[src/hw/sct_pkg.sv]
package sct_pkg;
  // register addresses
  localparam logic [11:0] ADDR_NOISE_CTRL = 12'h02B;
  localparam logic [11:0] ADDR_PV_DIV = 12'h03D;
  localparam logic [11:0] ADDR_N_DIV = 12'h03E;
  localparam logic [11:0] ADDR_PLL_RESET = 12'h05C;
  localparam logic [11:0] ADDR_VCO_CAL_CTRL = 12'h05D;
  localparam logic [11:0] ADDR_VCO_CAL_STAT = 12'h05E;
  localparam logic [11:0] ADDR_TRIG_CTRL = 12'h100;
  localparam logic [11:0] ADDR_TS_CTRL = 12'h101;
  localparam logic [11:0] ADDR_AUX_CTRL = 12'h102;
  localparam logic [11:0] ADDR_SYSREF_STAT = 12'h103;
  localparam logic [11:0] ADDR_LINK_STAT = 12'h208;
  // reset values
  localparam logic [7:0] RST_NOISE_CTRL = 8'h00;
  localparam logic [7:0] RST_PV_DIV = 8'h32;
  localparam logic [7:0] RST_N_DIV = 8'h0A;
  localparam logic [7:0] RST_PLL_RESET = 8'h01;
  localparam logic [7:0] RST_VCO_CAL_CTRL = 8'h00;
  localparam logic [7:0] RST_TRIG_CTRL = 8'h00;
  localparam logic [7:0] RST_TS_CTRL = 8'h00;
  localparam logic [7:0] RST_AUX_CTRL = 8'h20;
  // field positions
  localparam int P_DIV_LSB = 0;
  localparam int V_DIV_LSB = 4;
  localparam int DIV_W = 4;
  localparam int LOCK_BIT = 4;
  localparam int TRIG_EN_BIT = 0;
  localparam int TRIG_SEL_LSB = 1;
  localparam int RX_DIV_LSB = 4;
  localparam int TS_RECV_BIT = 0;
  localparam int TS_INS_BIT = 1;
  localparam int LINK_MODE_LSB = 2;
  localparam int AUX_OVR_BIT = 0;
  localparam int AUX_C_LSB = 1;
  localparam int AUX_D_LSB = 3;
  localparam int REFOUT_EN_BIT = 5;
  localparam logic [1:0] TRIG_SEL_TIMESTAMP = 2'h3;
  localparam logic [1:0] LINK_MODE_12BIT = 2'h0;
  // supported vco divisor products
  localparam logic [7:0] VP_6 = 8'h06;
  localparam logic [7:0] VP_8 = 8'h08;
  localparam logic [7:0] VP_10 = 8'h0A;
  localparam logic [7:0] VP_12 = 8'h0C;
  localparam logic [7:0] VP_16 = 8'h10;
  // timing
  localparam int CLK_PERIOD_NS = 100;
  localparam int CAL_TIME_NS = 2000;
  localparam int LOCK_TIME_NS = 1000;
  localparam int CAL_CYCLES = (CAL_TIME_NS + CLK_PERIOD_NS - 1) / CLK_PERIOD_NS;
  localparam int LOCK_CYCLES = (LOCK_TIME_NS + CLK_PERIOD_NS - 1) / CLK_PERIOD_NS;
  localparam int SAMPLE_W = 9;
  localparam int WORD_W = 16;

  typedef enum logic [1:0] {
    SCT_PLL_HELD = 2'b00,
    SCT_PLL_CAL = 2'b01,
    SCT_PLL_LOCKING = 2'b10,
    SCT_PLL_LOCKED = 2'b11
  } sct_pll_state_e;

  typedef struct packed {
    logic pll_enable;
    logic ref_select_se;
    logic [1:0] clock_output_straps;
  } sct_straps_s;

  typedef struct packed {
    logic wr_en;
    logic rd_en;
    logic [11:0] addr;
    logic [7:0] wdata;
  } sct_reg_req_s;
endpackage

[src/hw/sct_clock_ctrl.sv]
//Contract
//- pll strap high selects pll sampling clock
//- reference from single-ended input when selected
//- clock outputs live from reset with pll strap high, power-down kills
//- sampling rate set by v, p, n dividers
//- only divisor products 6,8,10,12,16 lock
//- p,v at 0x3D, n at 0x3E
//- calibration runs when reset cleared with enable
//- done at 0x5E, lock at 0x208
//- noise suppression bits at 0x2B
//- retimed timestamp on trigger when select three
//- timestamp replaces sample lsb when inserting
//- mode 0: data [11:3], timestamp [0]
//- timestamp sampled with the sample, same latency
//- selected clock drives digital and serializer reference
//- divided serializer clock available on trigger
//- sysref captured, setup and hold margin measured
//- pll reference repeated, aux copies when enabled
//- straps set first aux output mode and enable second aux output
`timescale 1ns/1ps

module sct_fifo #(
  parameter int WIDTH = 16,
  parameter int DEPTH = 8
) (
  input wire logic clk,
  input wire logic rst_n,
  input wire logic in_valid,
  output logic in_ready,
  input wire logic [WIDTH-1:0] in_data,
  output logic out_valid,
  input wire logic out_ready,
  output logic [WIDTH-1:0] out_data
);
  localparam int AW = $clog2(DEPTH);
  localparam logic [AW:0] DEPTH_C = (AW+1)'(DEPTH);
  logic [WIDTH-1:0] mem [DEPTH];
  logic [AW-1:0] wr_ptr_reg, rd_ptr_reg, rd_ptr_next;
  logic [AW:0] count_reg, count_next;
  logic push, pop;

  assign push = in_valid && in_ready;
  assign pop = out_valid && out_ready;
  assign rd_ptr_next = pop ? rd_ptr_reg + 1'b1 : rd_ptr_reg;
  assign count_next = count_reg + (AW+1)'(push) - (AW+1)'(pop);

  always_ff @(posedge clk) begin
    if (push) begin
      mem[wr_ptr_reg] <= in_data;
    end
  end

  always_ff @(posedge clk) begin
    if (!rst_n) begin
      wr_ptr_reg <= '0;
      rd_ptr_reg <= '0;
      count_reg <= '0;
      in_ready <= 1'b0;
      out_valid <= 1'b0;
      out_data <= '0;
    end else begin
      wr_ptr_reg <= push ? wr_ptr_reg + 1'b1 : wr_ptr_reg;
      rd_ptr_reg <= rd_ptr_next;
      count_reg <= count_next;
      in_ready <= count_next < DEPTH_C;
      out_valid <= count_next != '0;
      // prefetch the head so the data output stays registered
      out_data <= (push && wr_ptr_reg == rd_ptr_next) ? in_data : mem[rd_ptr_next];
    end
  end
endmodule // sct_fifo

module sct_clock_ctrl #(
  parameter int FIFO_DEPTH = 8,
  parameter int CAL_CNT = sct_pkg::CAL_CYCLES,
  parameter int LOCK_CNT = sct_pkg::LOCK_CYCLES
) (
  input wire logic clk,
  input wire logic rst_n,
  input wire sct_pkg::sct_straps_s straps,
  input wire logic power_down_pin,
  input wire logic diff_clock_input,
  input wire logic single_ended_clock_input,
  input wire logic pll_vco_clock,
  input wire logic serdes_pll_clock,
  input wire logic sysref_in,
  input wire logic timestamp_input,
  input wire sct_pkg::sct_reg_req_s reg_req,
  output logic [7:0] reg_rdata,
  output logic reg_rd_valid,
  input wire logic sample_in_valid,
  output logic sample_in_ready,
  input wire logic [sct_pkg::SAMPLE_W-1:0] sample_in_data,
  input wire logic sample_in_lsb,
  output logic sample_out_valid,
  input wire logic sample_out_ready,
  output logic [sct_pkg::WORD_W-1:0] sample_out_word,
  output logic sampling_clock,
  output logic serializer_ref_clock,
  output logic reference_clock_output,
  output logic aux_clock_out_c,
  output logic aux_clock_out_d,
  output logic trigger_output,
  output logic va_noise_suppress,
  output logic vclk_noise_suppress
);
  import sct_pkg::*;

  localparam int CW = $clog2((CAL_CNT > LOCK_CNT ? CAL_CNT : LOCK_CNT) + 1);
  localparam logic [CW-1:0] CAL_LAST = CW'(CAL_CNT - 1);
  localparam logic [CW-1:0] LOCK_LAST = CW'(LOCK_CNT - 1);

  // ---------------------------------------------------------------
  // straps and registers
  // ---------------------------------------------------------------
  sct_straps_s strap_reg;
  logic [7:0] noise_reg, pv_div_reg, n_div_reg, pll_reset_reg, vco_cal_reg;
  logic [7:0] trig_reg, ts_reg, aux_reg;
  logic [1:0] sysref_flag_reg;
  logic cal_done_reg, lock_reg, bad_div_reg;
  sct_pll_state_e pll_state_reg;
  logic [CW-1:0] pll_cnt_reg;

  // straps are caught while reset is held
  always_ff @(posedge clk) begin
    if (!rst_n) begin
      strap_reg <= straps;
    end
  end

  always_ff @(posedge clk) begin
    if (!rst_n) begin
      noise_reg <= RST_NOISE_CTRL;
      pv_div_reg <= RST_PV_DIV;
      n_div_reg <= RST_N_DIV;
      pll_reset_reg <= RST_PLL_RESET;
      vco_cal_reg <= RST_VCO_CAL_CTRL;
      trig_reg <= RST_TRIG_CTRL;
      ts_reg <= RST_TS_CTRL;
      aux_reg <= RST_AUX_CTRL;
    end else if (reg_req.wr_en) begin
      unique case (reg_req.addr)
        ADDR_NOISE_CTRL: noise_reg <= reg_req.wdata;
        ADDR_PV_DIV: pv_div_reg <= reg_req.wdata;
        ADDR_N_DIV: n_div_reg <= reg_req.wdata;
        ADDR_PLL_RESET: pll_reset_reg <= {7'h00, reg_req.wdata[0]};
        ADDR_VCO_CAL_CTRL: vco_cal_reg <= {7'h00, reg_req.wdata[0]};
        ADDR_TRIG_CTRL: trig_reg <= reg_req.wdata;
        ADDR_TS_CTRL: ts_reg <= {4'h0, reg_req.wdata[3:0]};
        ADDR_AUX_CTRL: aux_reg <= {2'h0, reg_req.wdata[5:0]};
        default: ;
      endcase
    end
  end

  always_ff @(posedge clk) begin
    if (!rst_n) begin
      reg_rdata <= 8'h00;
      reg_rd_valid <= 1'b0;
    end else begin
      reg_rd_valid <= reg_req.rd_en;
      if (reg_req.rd_en) begin
        unique case (reg_req.addr)
          ADDR_NOISE_CTRL: reg_rdata <= noise_reg;
          ADDR_PV_DIV: reg_rdata <= pv_div_reg;
          ADDR_N_DIV: reg_rdata <= n_div_reg;
          ADDR_PLL_RESET: reg_rdata <= pll_reset_reg;
          ADDR_VCO_CAL_CTRL: reg_rdata <= vco_cal_reg;
          ADDR_VCO_CAL_STAT: reg_rdata <= {6'h00, bad_div_reg, cal_done_reg};
          ADDR_TRIG_CTRL: reg_rdata <= trig_reg;
          ADDR_TS_CTRL: reg_rdata <= ts_reg;
          ADDR_AUX_CTRL: reg_rdata <= aux_reg;
          ADDR_SYSREF_STAT: reg_rdata <= {6'h00, sysref_flag_reg};
          ADDR_LINK_STAT: reg_rdata <= 8'(lock_reg) << LOCK_BIT;
          default: reg_rdata <= 8'h00;
        endcase
      end
    end
  end

  // ---------------------------------------------------------------
  // converter pll sequencing
  // ---------------------------------------------------------------
  logic [7:0] vp_product;
  logic vp_ok;

  assign vp_product = 8'(pv_div_reg[P_DIV_LSB +: DIV_W] * pv_div_reg[V_DIV_LSB +: DIV_W]);
  assign vp_ok = vp_product inside {VP_6, VP_8, VP_10, VP_12, VP_16};

  always_ff @(posedge clk) begin
    if (!rst_n || pll_reset_reg[0] || !strap_reg.pll_enable) begin
      pll_state_reg <= SCT_PLL_HELD;
      pll_cnt_reg <= '0;
      cal_done_reg <= 1'b0;
      lock_reg <= 1'b0;
      bad_div_reg <= 1'b0;
    end else begin
      unique case (pll_state_reg)
        SCT_PLL_HELD: begin
          bad_div_reg <= !vp_ok;
          if (vco_cal_reg[0] && vp_ok) begin
            pll_state_reg <= SCT_PLL_CAL;
          end
        end
        SCT_PLL_CAL: begin
          pll_cnt_reg <= pll_cnt_reg + 1'b1;
          if (pll_cnt_reg == CAL_LAST) begin
            pll_cnt_reg <= '0;
            cal_done_reg <= 1'b1;
            pll_state_reg <= SCT_PLL_LOCKING;
          end
        end
        SCT_PLL_LOCKING: begin
          pll_cnt_reg <= pll_cnt_reg + 1'b1;
          if (pll_cnt_reg == LOCK_LAST) begin
            lock_reg <= 1'b1;
            pll_state_reg <= SCT_PLL_LOCKED;
          end
        end
        SCT_PLL_LOCKED: ;
      endcase
    end
  end

  // ---------------------------------------------------------------
  // clock selection and outputs
  // ---------------------------------------------------------------
  logic pll_ref, ref_prev_reg, ref_rise;
  logic [1:0] aux_div_reg;
  logic [1:0] aux_c_mode, aux_d_mode;
  logic outputs_on;

  assign pll_ref = strap_reg.ref_select_se ? single_ended_clock_input : diff_clock_input;
  assign ref_rise = pll_ref && !ref_prev_reg;
  assign outputs_on = strap_reg.pll_enable && !power_down_pin;
  // straps set aux c mode and enable aux d undivided; register modes apply when override set, with aux d held low while aux c mode is 0
  assign aux_c_mode = aux_reg[AUX_OVR_BIT] ? aux_reg[AUX_C_LSB +: 2]
                      : strap_reg.clock_output_straps;
  assign aux_d_mode = aux_reg[AUX_OVR_BIT] ? aux_reg[AUX_D_LSB +: 2]
                      : {1'b0, strap_reg.clock_output_straps != 2'h0};

  always_ff @(posedge clk) begin
    if (!rst_n) begin
      ref_prev_reg <= 1'b0;
      aux_div_reg <= 2'h0;
    end else begin
      ref_prev_reg <= pll_ref;
      aux_div_reg <= ref_rise ? aux_div_reg + 1'b1 : aux_div_reg;
    end
  end

  function automatic logic aux_sel(input logic [1:0] mode, input logic ref_lvl,
                                   input logic [1:0] div);
    unique case (mode)
      2'h0: aux_sel = 1'b0;
      2'h1: aux_sel = ref_lvl;
      2'h2: aux_sel = div[0];
      2'h3: aux_sel = div[1];
    endcase
  endfunction

  always_ff @(posedge clk) begin
    if (!rst_n) begin
      sampling_clock <= 1'b0;
      serializer_ref_clock <= 1'b0;
      reference_clock_output <= 1'b0;
      aux_clock_out_c <= 1'b0;
      aux_clock_out_d <= 1'b0;
      va_noise_suppress <= 1'b0;
      vclk_noise_suppress <= 1'b0;
    end else begin
      // pll clock only once locked; bypass uses the differential input
      sampling_clock <= strap_reg.pll_enable ? (pll_vco_clock && lock_reg)
                        : diff_clock_input;
      serializer_ref_clock <= strap_reg.pll_enable ? (pll_vco_clock && lock_reg)
                              : diff_clock_input;
      reference_clock_output <= outputs_on && aux_reg[REFOUT_EN_BIT] && pll_ref;
      aux_clock_out_c <= outputs_on && aux_sel(aux_c_mode, pll_ref, aux_div_reg);
      aux_clock_out_d <= outputs_on && aux_c_mode != 2'h0
                         && aux_sel(aux_d_mode, pll_ref, aux_div_reg);
      va_noise_suppress <= noise_reg[0];
      vclk_noise_suppress <= noise_reg[1];
    end
  end

  // ---------------------------------------------------------------
  // sysref capture and margin window
  // ---------------------------------------------------------------
  logic samp_prev_reg, samp_rise, sysref_q_reg, sysref_cap_reg, sysref_chg;
  logic rise_seen_reg;

  assign samp_rise = sampling_clock && !samp_prev_reg;
  assign sysref_chg = sysref_in != sysref_q_reg;

  always_ff @(posedge clk) begin
    if (!rst_n) begin
      samp_prev_reg <= 1'b0;
      sysref_q_reg <= 1'b0;
      sysref_cap_reg <= 1'b0;
      rise_seen_reg <= 1'b0;
      sysref_flag_reg <= 2'h0;
    end else begin
      samp_prev_reg <= sampling_clock;
      sysref_q_reg <= sysref_in;
      rise_seen_reg <= samp_rise;
      if (samp_rise) begin
        sysref_cap_reg <= sysref_in;
      end
      // bit0: edge too close before the clock, bit1: too close after
      if (reg_req.rd_en && reg_req.addr == ADDR_SYSREF_STAT) begin
        sysref_flag_reg <= {rise_seen_reg && sysref_chg, samp_rise && sysref_chg};
      end else begin
        sysref_flag_reg <= sysref_flag_reg
                           | {rise_seen_reg && sysref_chg, samp_rise && sysref_chg};
      end
    end
  end

  // ---------------------------------------------------------------
  // timestamp, trigger and sample stream
  // ---------------------------------------------------------------
  logic ts_live, ts_bit, ser_prev_reg, trig_div_reg;
  logic [3:0] ser_cnt_reg;
  logic [WORD_W-1:0] word;

  assign ts_live = ts_reg[TS_RECV_BIT] && timestamp_input;
  // taken in the same cycle as the sample so both share one latency
  assign ts_bit = ts_reg[TS_INS_BIT] ? ts_live : sample_in_lsb;

  always_comb begin
    word = '0;
    if (ts_reg[LINK_MODE_LSB +: 2] == LINK_MODE_12BIT) begin
      word[11:3] = sample_in_data;
      word[0] = ts_bit;
    end else begin
      word[15:7] = sample_in_data;
      word[0] = ts_bit;
    end
  end

  always_ff @(posedge clk) begin
    if (!rst_n) begin
      ser_prev_reg <= 1'b0;
      ser_cnt_reg <= 4'h0;
      trig_div_reg <= 1'b0;
      trigger_output <= 1'b0;
    end else begin
      ser_prev_reg <= serdes_pll_clock;
      if (serdes_pll_clock && !ser_prev_reg) begin
        ser_cnt_reg <= ser_cnt_reg + 1'b1;
        if (ser_cnt_reg >= trig_reg[RX_DIV_LSB +: 4]) begin
          ser_cnt_reg <= 4'h0;
          trig_div_reg <= !trig_div_reg;
        end
      end
      if (!trig_reg[TRIG_EN_BIT]) begin
        trigger_output <= 1'b0;
      end else if (trig_reg[TRIG_SEL_LSB +: 2] == TRIG_SEL_TIMESTAMP) begin
        trigger_output <= ts_live;
      end else begin
        trigger_output <= trig_div_reg;
      end
    end
  end

  sct_fifo #(
    .WIDTH(WORD_W),
    .DEPTH(FIFO_DEPTH)
  ) u_fifo (
    .clk(clk),
    .rst_n(rst_n),
    .in_valid(sample_in_valid),
    .in_ready(sample_in_ready),
    .in_data(word),
    .out_valid(sample_out_valid),
    .out_ready(sample_out_ready),
    .out_data(sample_out_word)
  );
endmodule // sct_clock_ctrl

[config.mk]
export PLATFORM = sky130hd
export DESIGN_NAME = sct_clock_ctrl
export DESIGN_NICKNAME = d
export VERILOG_FILES = /design/src/hw/sct_pkg.sv /design/src/hw/sct_clock_ctrl.sv
export SDC_FILE = /design/constraint.sdc
export NUM_CORES = 1
export LEC_CHECK = 0
export ABC_CLOCK_PERIOD_IN_PS = 4800
export BUFFER_PORTS_ARGS = -buffer_cell sky130_fd_sc_hd__buf_2
export CORE_ASPECT_RATIO = 0.8
export CORE_MARGIN = 4
export CORE_UTILIZATION = 40
export DETAILED_ROUTE_END_ITERATION = 10
export GPL_TIMING_DRIVEN = 0
export SLEW_MARGIN = 20
export SYNTH_ARGS = -nofsm -noshare
export SYNTH_HDL_FRONTEND = slang
export SYNTH_HIERARCHICAL = 1
export SYNTH_SLANG_ARGS = --single-unit
[constraint.sdc]
create_clock -name clk -period 4.8 [get_ports clk]
set_clock_uncertainty 0.1 [all_clocks]
set_input_delay 0.48 -clock clk [delete_from_list [all_inputs] [get_ports clk]]
set_output_delay 0.48 -clock clk [all_outputs]
set_load 0.02 [all_outputs]
==> metrics <==
Sink Count=244; largest registers=u_fifo/mem: 128 flops, u_fifo/out_data: 16 flops; core outline area=26460 um^2; crit-path max FO=6; final hold viol count=0; Rel. slew slack=29.74%; vias per inst=5.279; Final Max Slew Viols=0; Critical Path AT=4.06 ns; worst hold path type=input pin to flip-flop; FF+latch count, synth=244; outcome=completed; Placed Instances=1453; commonest non-fill, non-tap cell in the layout=nand2_1; period utilization=76.96%; Final setup viols=0; Worst Setup End Kind=flip-flop; min Tclk post-route=3.694 ns; Die H=155.0 um; Register Area=6206 um^2; part of the Yosys area used for sequential elements=57.47%; final net count=1208; Sum Neg Setup Slack=0 ns; Req. time, crit path=5.16 ns; Die W=191.7 um; CTS Buf Count=26; YS warnings=6; multi-input logic area=4368 um^2; fmax=270.7 MHz; Max-Cap Viols=0; Synth top area share=36.71%; FP Rows=53; Gate Count Post-Synth=988; Clk Latency, worst-skew pair=0.54 ns; DR iter-0 viols=631; most frequent cells in the layout=nand2_1 (181), edfxtp_1 (132), dfxtp_1 (112); HPWL after DPL=19.66 mm; mean routed wirelength per cell=18.44 um; post-route cell area=12720 um^2; register name with the most flops=u_fifo/mem; CTS max path bufs=3; total track usage=18.63%; DIE AREA=29700 um^2; CTS resizes=0; VDD IR max=0.2747 mV; vias in the first global route=7550; Root Driver=clkbuf_16; Crit Path Category=flip-flop to flip-flop; top cells by area, synth=edfxtp_1 (37%), dfxtp_1 (21%), nand2_1 (6.3%); EDFF count, synth=132; Detail Route Antenna Nets=0; CP Launch Type=flip-flop; Mapped Area=10800 um^2; Cell variety after synth=70; layout cells sized above 1=16.67%; number of antenna violations at the first check in global routing=0; Filler cells=2455; Port Buffer Count=78; max reg flops=128; final non-filler cell total=1504; DRC Markers=0; First-pass DRT Iterations=5; Core Util, Final=48.06%; CTS tree=built; cell taking the most area after synthesis=edfxtp_1; prevailing post-synth register cell=edfxtp_1; vias post-DR=7940; Pleak=4.798 nW; largest net degree at the start of global routing=14; Post-DP Area=11850 um^2; IO Count=82; gr ovfl total=0; RSZ-0062 raised after global routing=no; Area growth, synth to finish=17.78%; mean post-synth cell area=10.93 um^2; GP Congestion=0.8784; Worst-Margin Slew=1.043 ns; global-route wire length before repair=43.45 mm; hold slack=0.01641 ns; Initial Utilization=40.81%; Async S/R FF share, synth=0%; Max H-tree Level=1; PwrDens=440.8 nW/um^2; Routed Wire Length=27.74 mm; clock slew at reported path FFs=0.06 ns
layout make-up:
class                   instances  share of cell area (%)
diodes                          1                 0.01968
plain buffers                  48                   1.830
clock buffers                  38                   5.736
clock inverters                10                  0.8855
inverters                      25                  0.7379
multi-input cells             688                   34.35
flip-flops and latches        244                   48.80
well taps                     357                   3.512
repair buffers                 93                   4.132
kinds of logic (layout without fill, tap and decap cells):
family | after synthesis | count (layout) | share of synthesized area, %
and+or+nand+nor | 418 | 418 | 19.15
DFF | 244 | 244 | 57.47
AOI/OAI and AO/OA | 135 | 135 | 8.413
buffers and inverters | 73 | 214 | 3.024
muxes | 58 | 58 | 5.481
adders and majority gates | 35 | 35 | 4.403
xor gates and xnor gates | 24 | 24 | 2.016
other | 1 | 19 | 0.03473
per-layer routing:
layer  part of all wire, %  GRT usage, %
met5                     0             0
met4                   2.2         4.889
met3                   7.7         3.724
met2                    41         26.74
met1                    49         28.68
synth_stat cells (3+ instances only):
library cell	count
and2_1	24
nor4_1	5
nand3_1	55
buf_2	12
a21oi_1	50
nor2_1	69
nand4b_1	3
and3_1	4
or3_1	5
buf_6	3
xor2_1	14
edfxtp_1	132
clkbuf_1	27
nand4_1	11
ha_1	30
nand4_2	10
nand2b_1	13
fa_1	5
inv_1	24
nor2b_1	11
xnor2_1	9
o21ai_0	12
a21o_1	3
a211oi_1	10
a221oi_1	4
dfxtp_1	112
nor3_1	8
mux2_2	9
a32oi_1	16
buf_4	4
nand2_1	181
a22o_1	3
a22oi_1	14
mux2i_1	49
critical path: stages (launching register included):
cell	delay (ns)
dfxtp_1	0.42
nand2_1	0.12
fa_1	0.53
fa_1	0.55
fa_1	0.46
xor2_1	0.18
o311a_1	0.36
o41ai_1	0.59
a21oi_1	0.14
nor3_1	0.18
worst paths after layout:
path,to,startpoint,cells past startpoint,slack [ns]
setup / recovery,pll_state_reg[0],pv_div_reg[7],9,1.11
hold / removal,strap_reg[3],straps[3],1,0.02
setup reg to reg,pll_state_reg[0],pv_div_reg[7],9,1.11
hold reg to reg,rise_seen_reg,samp_prev_reg,1,0.34
repair_timing:
item / 4_1_cts / 5_1_grt
endpoints found under the setup margin: 0 / 0
hold buffers: 0 / 2
endpoints found under the hold margin: 0 / 2
setup buffers: 0 / 0
metrics by stage:
stage / setup slack [ns] / power, mW
global placement: 0.7504 / 3.633
floorplan: 1.453 / 3.264
finish: 1.106 / 5.606
global route: 0.8042 / 5.860
CTS: 1.070 / 5.638
detailed placement: 1.060 / 3.658
power breakdown:
| part | total [mW] | switching (mW) | internal [mW] |
|---|---|---|---|
| logic | 1.25 | 0.816 | 0.434 |
| registers | 2.37 | 0.0498 | 2.32 |
| clock network | 1.98 | 0.821 | 1.16 |
| total | 5.61 | 1.69 | 3.92 |
No activity file was read; power rests on OpenSTA's default activity.
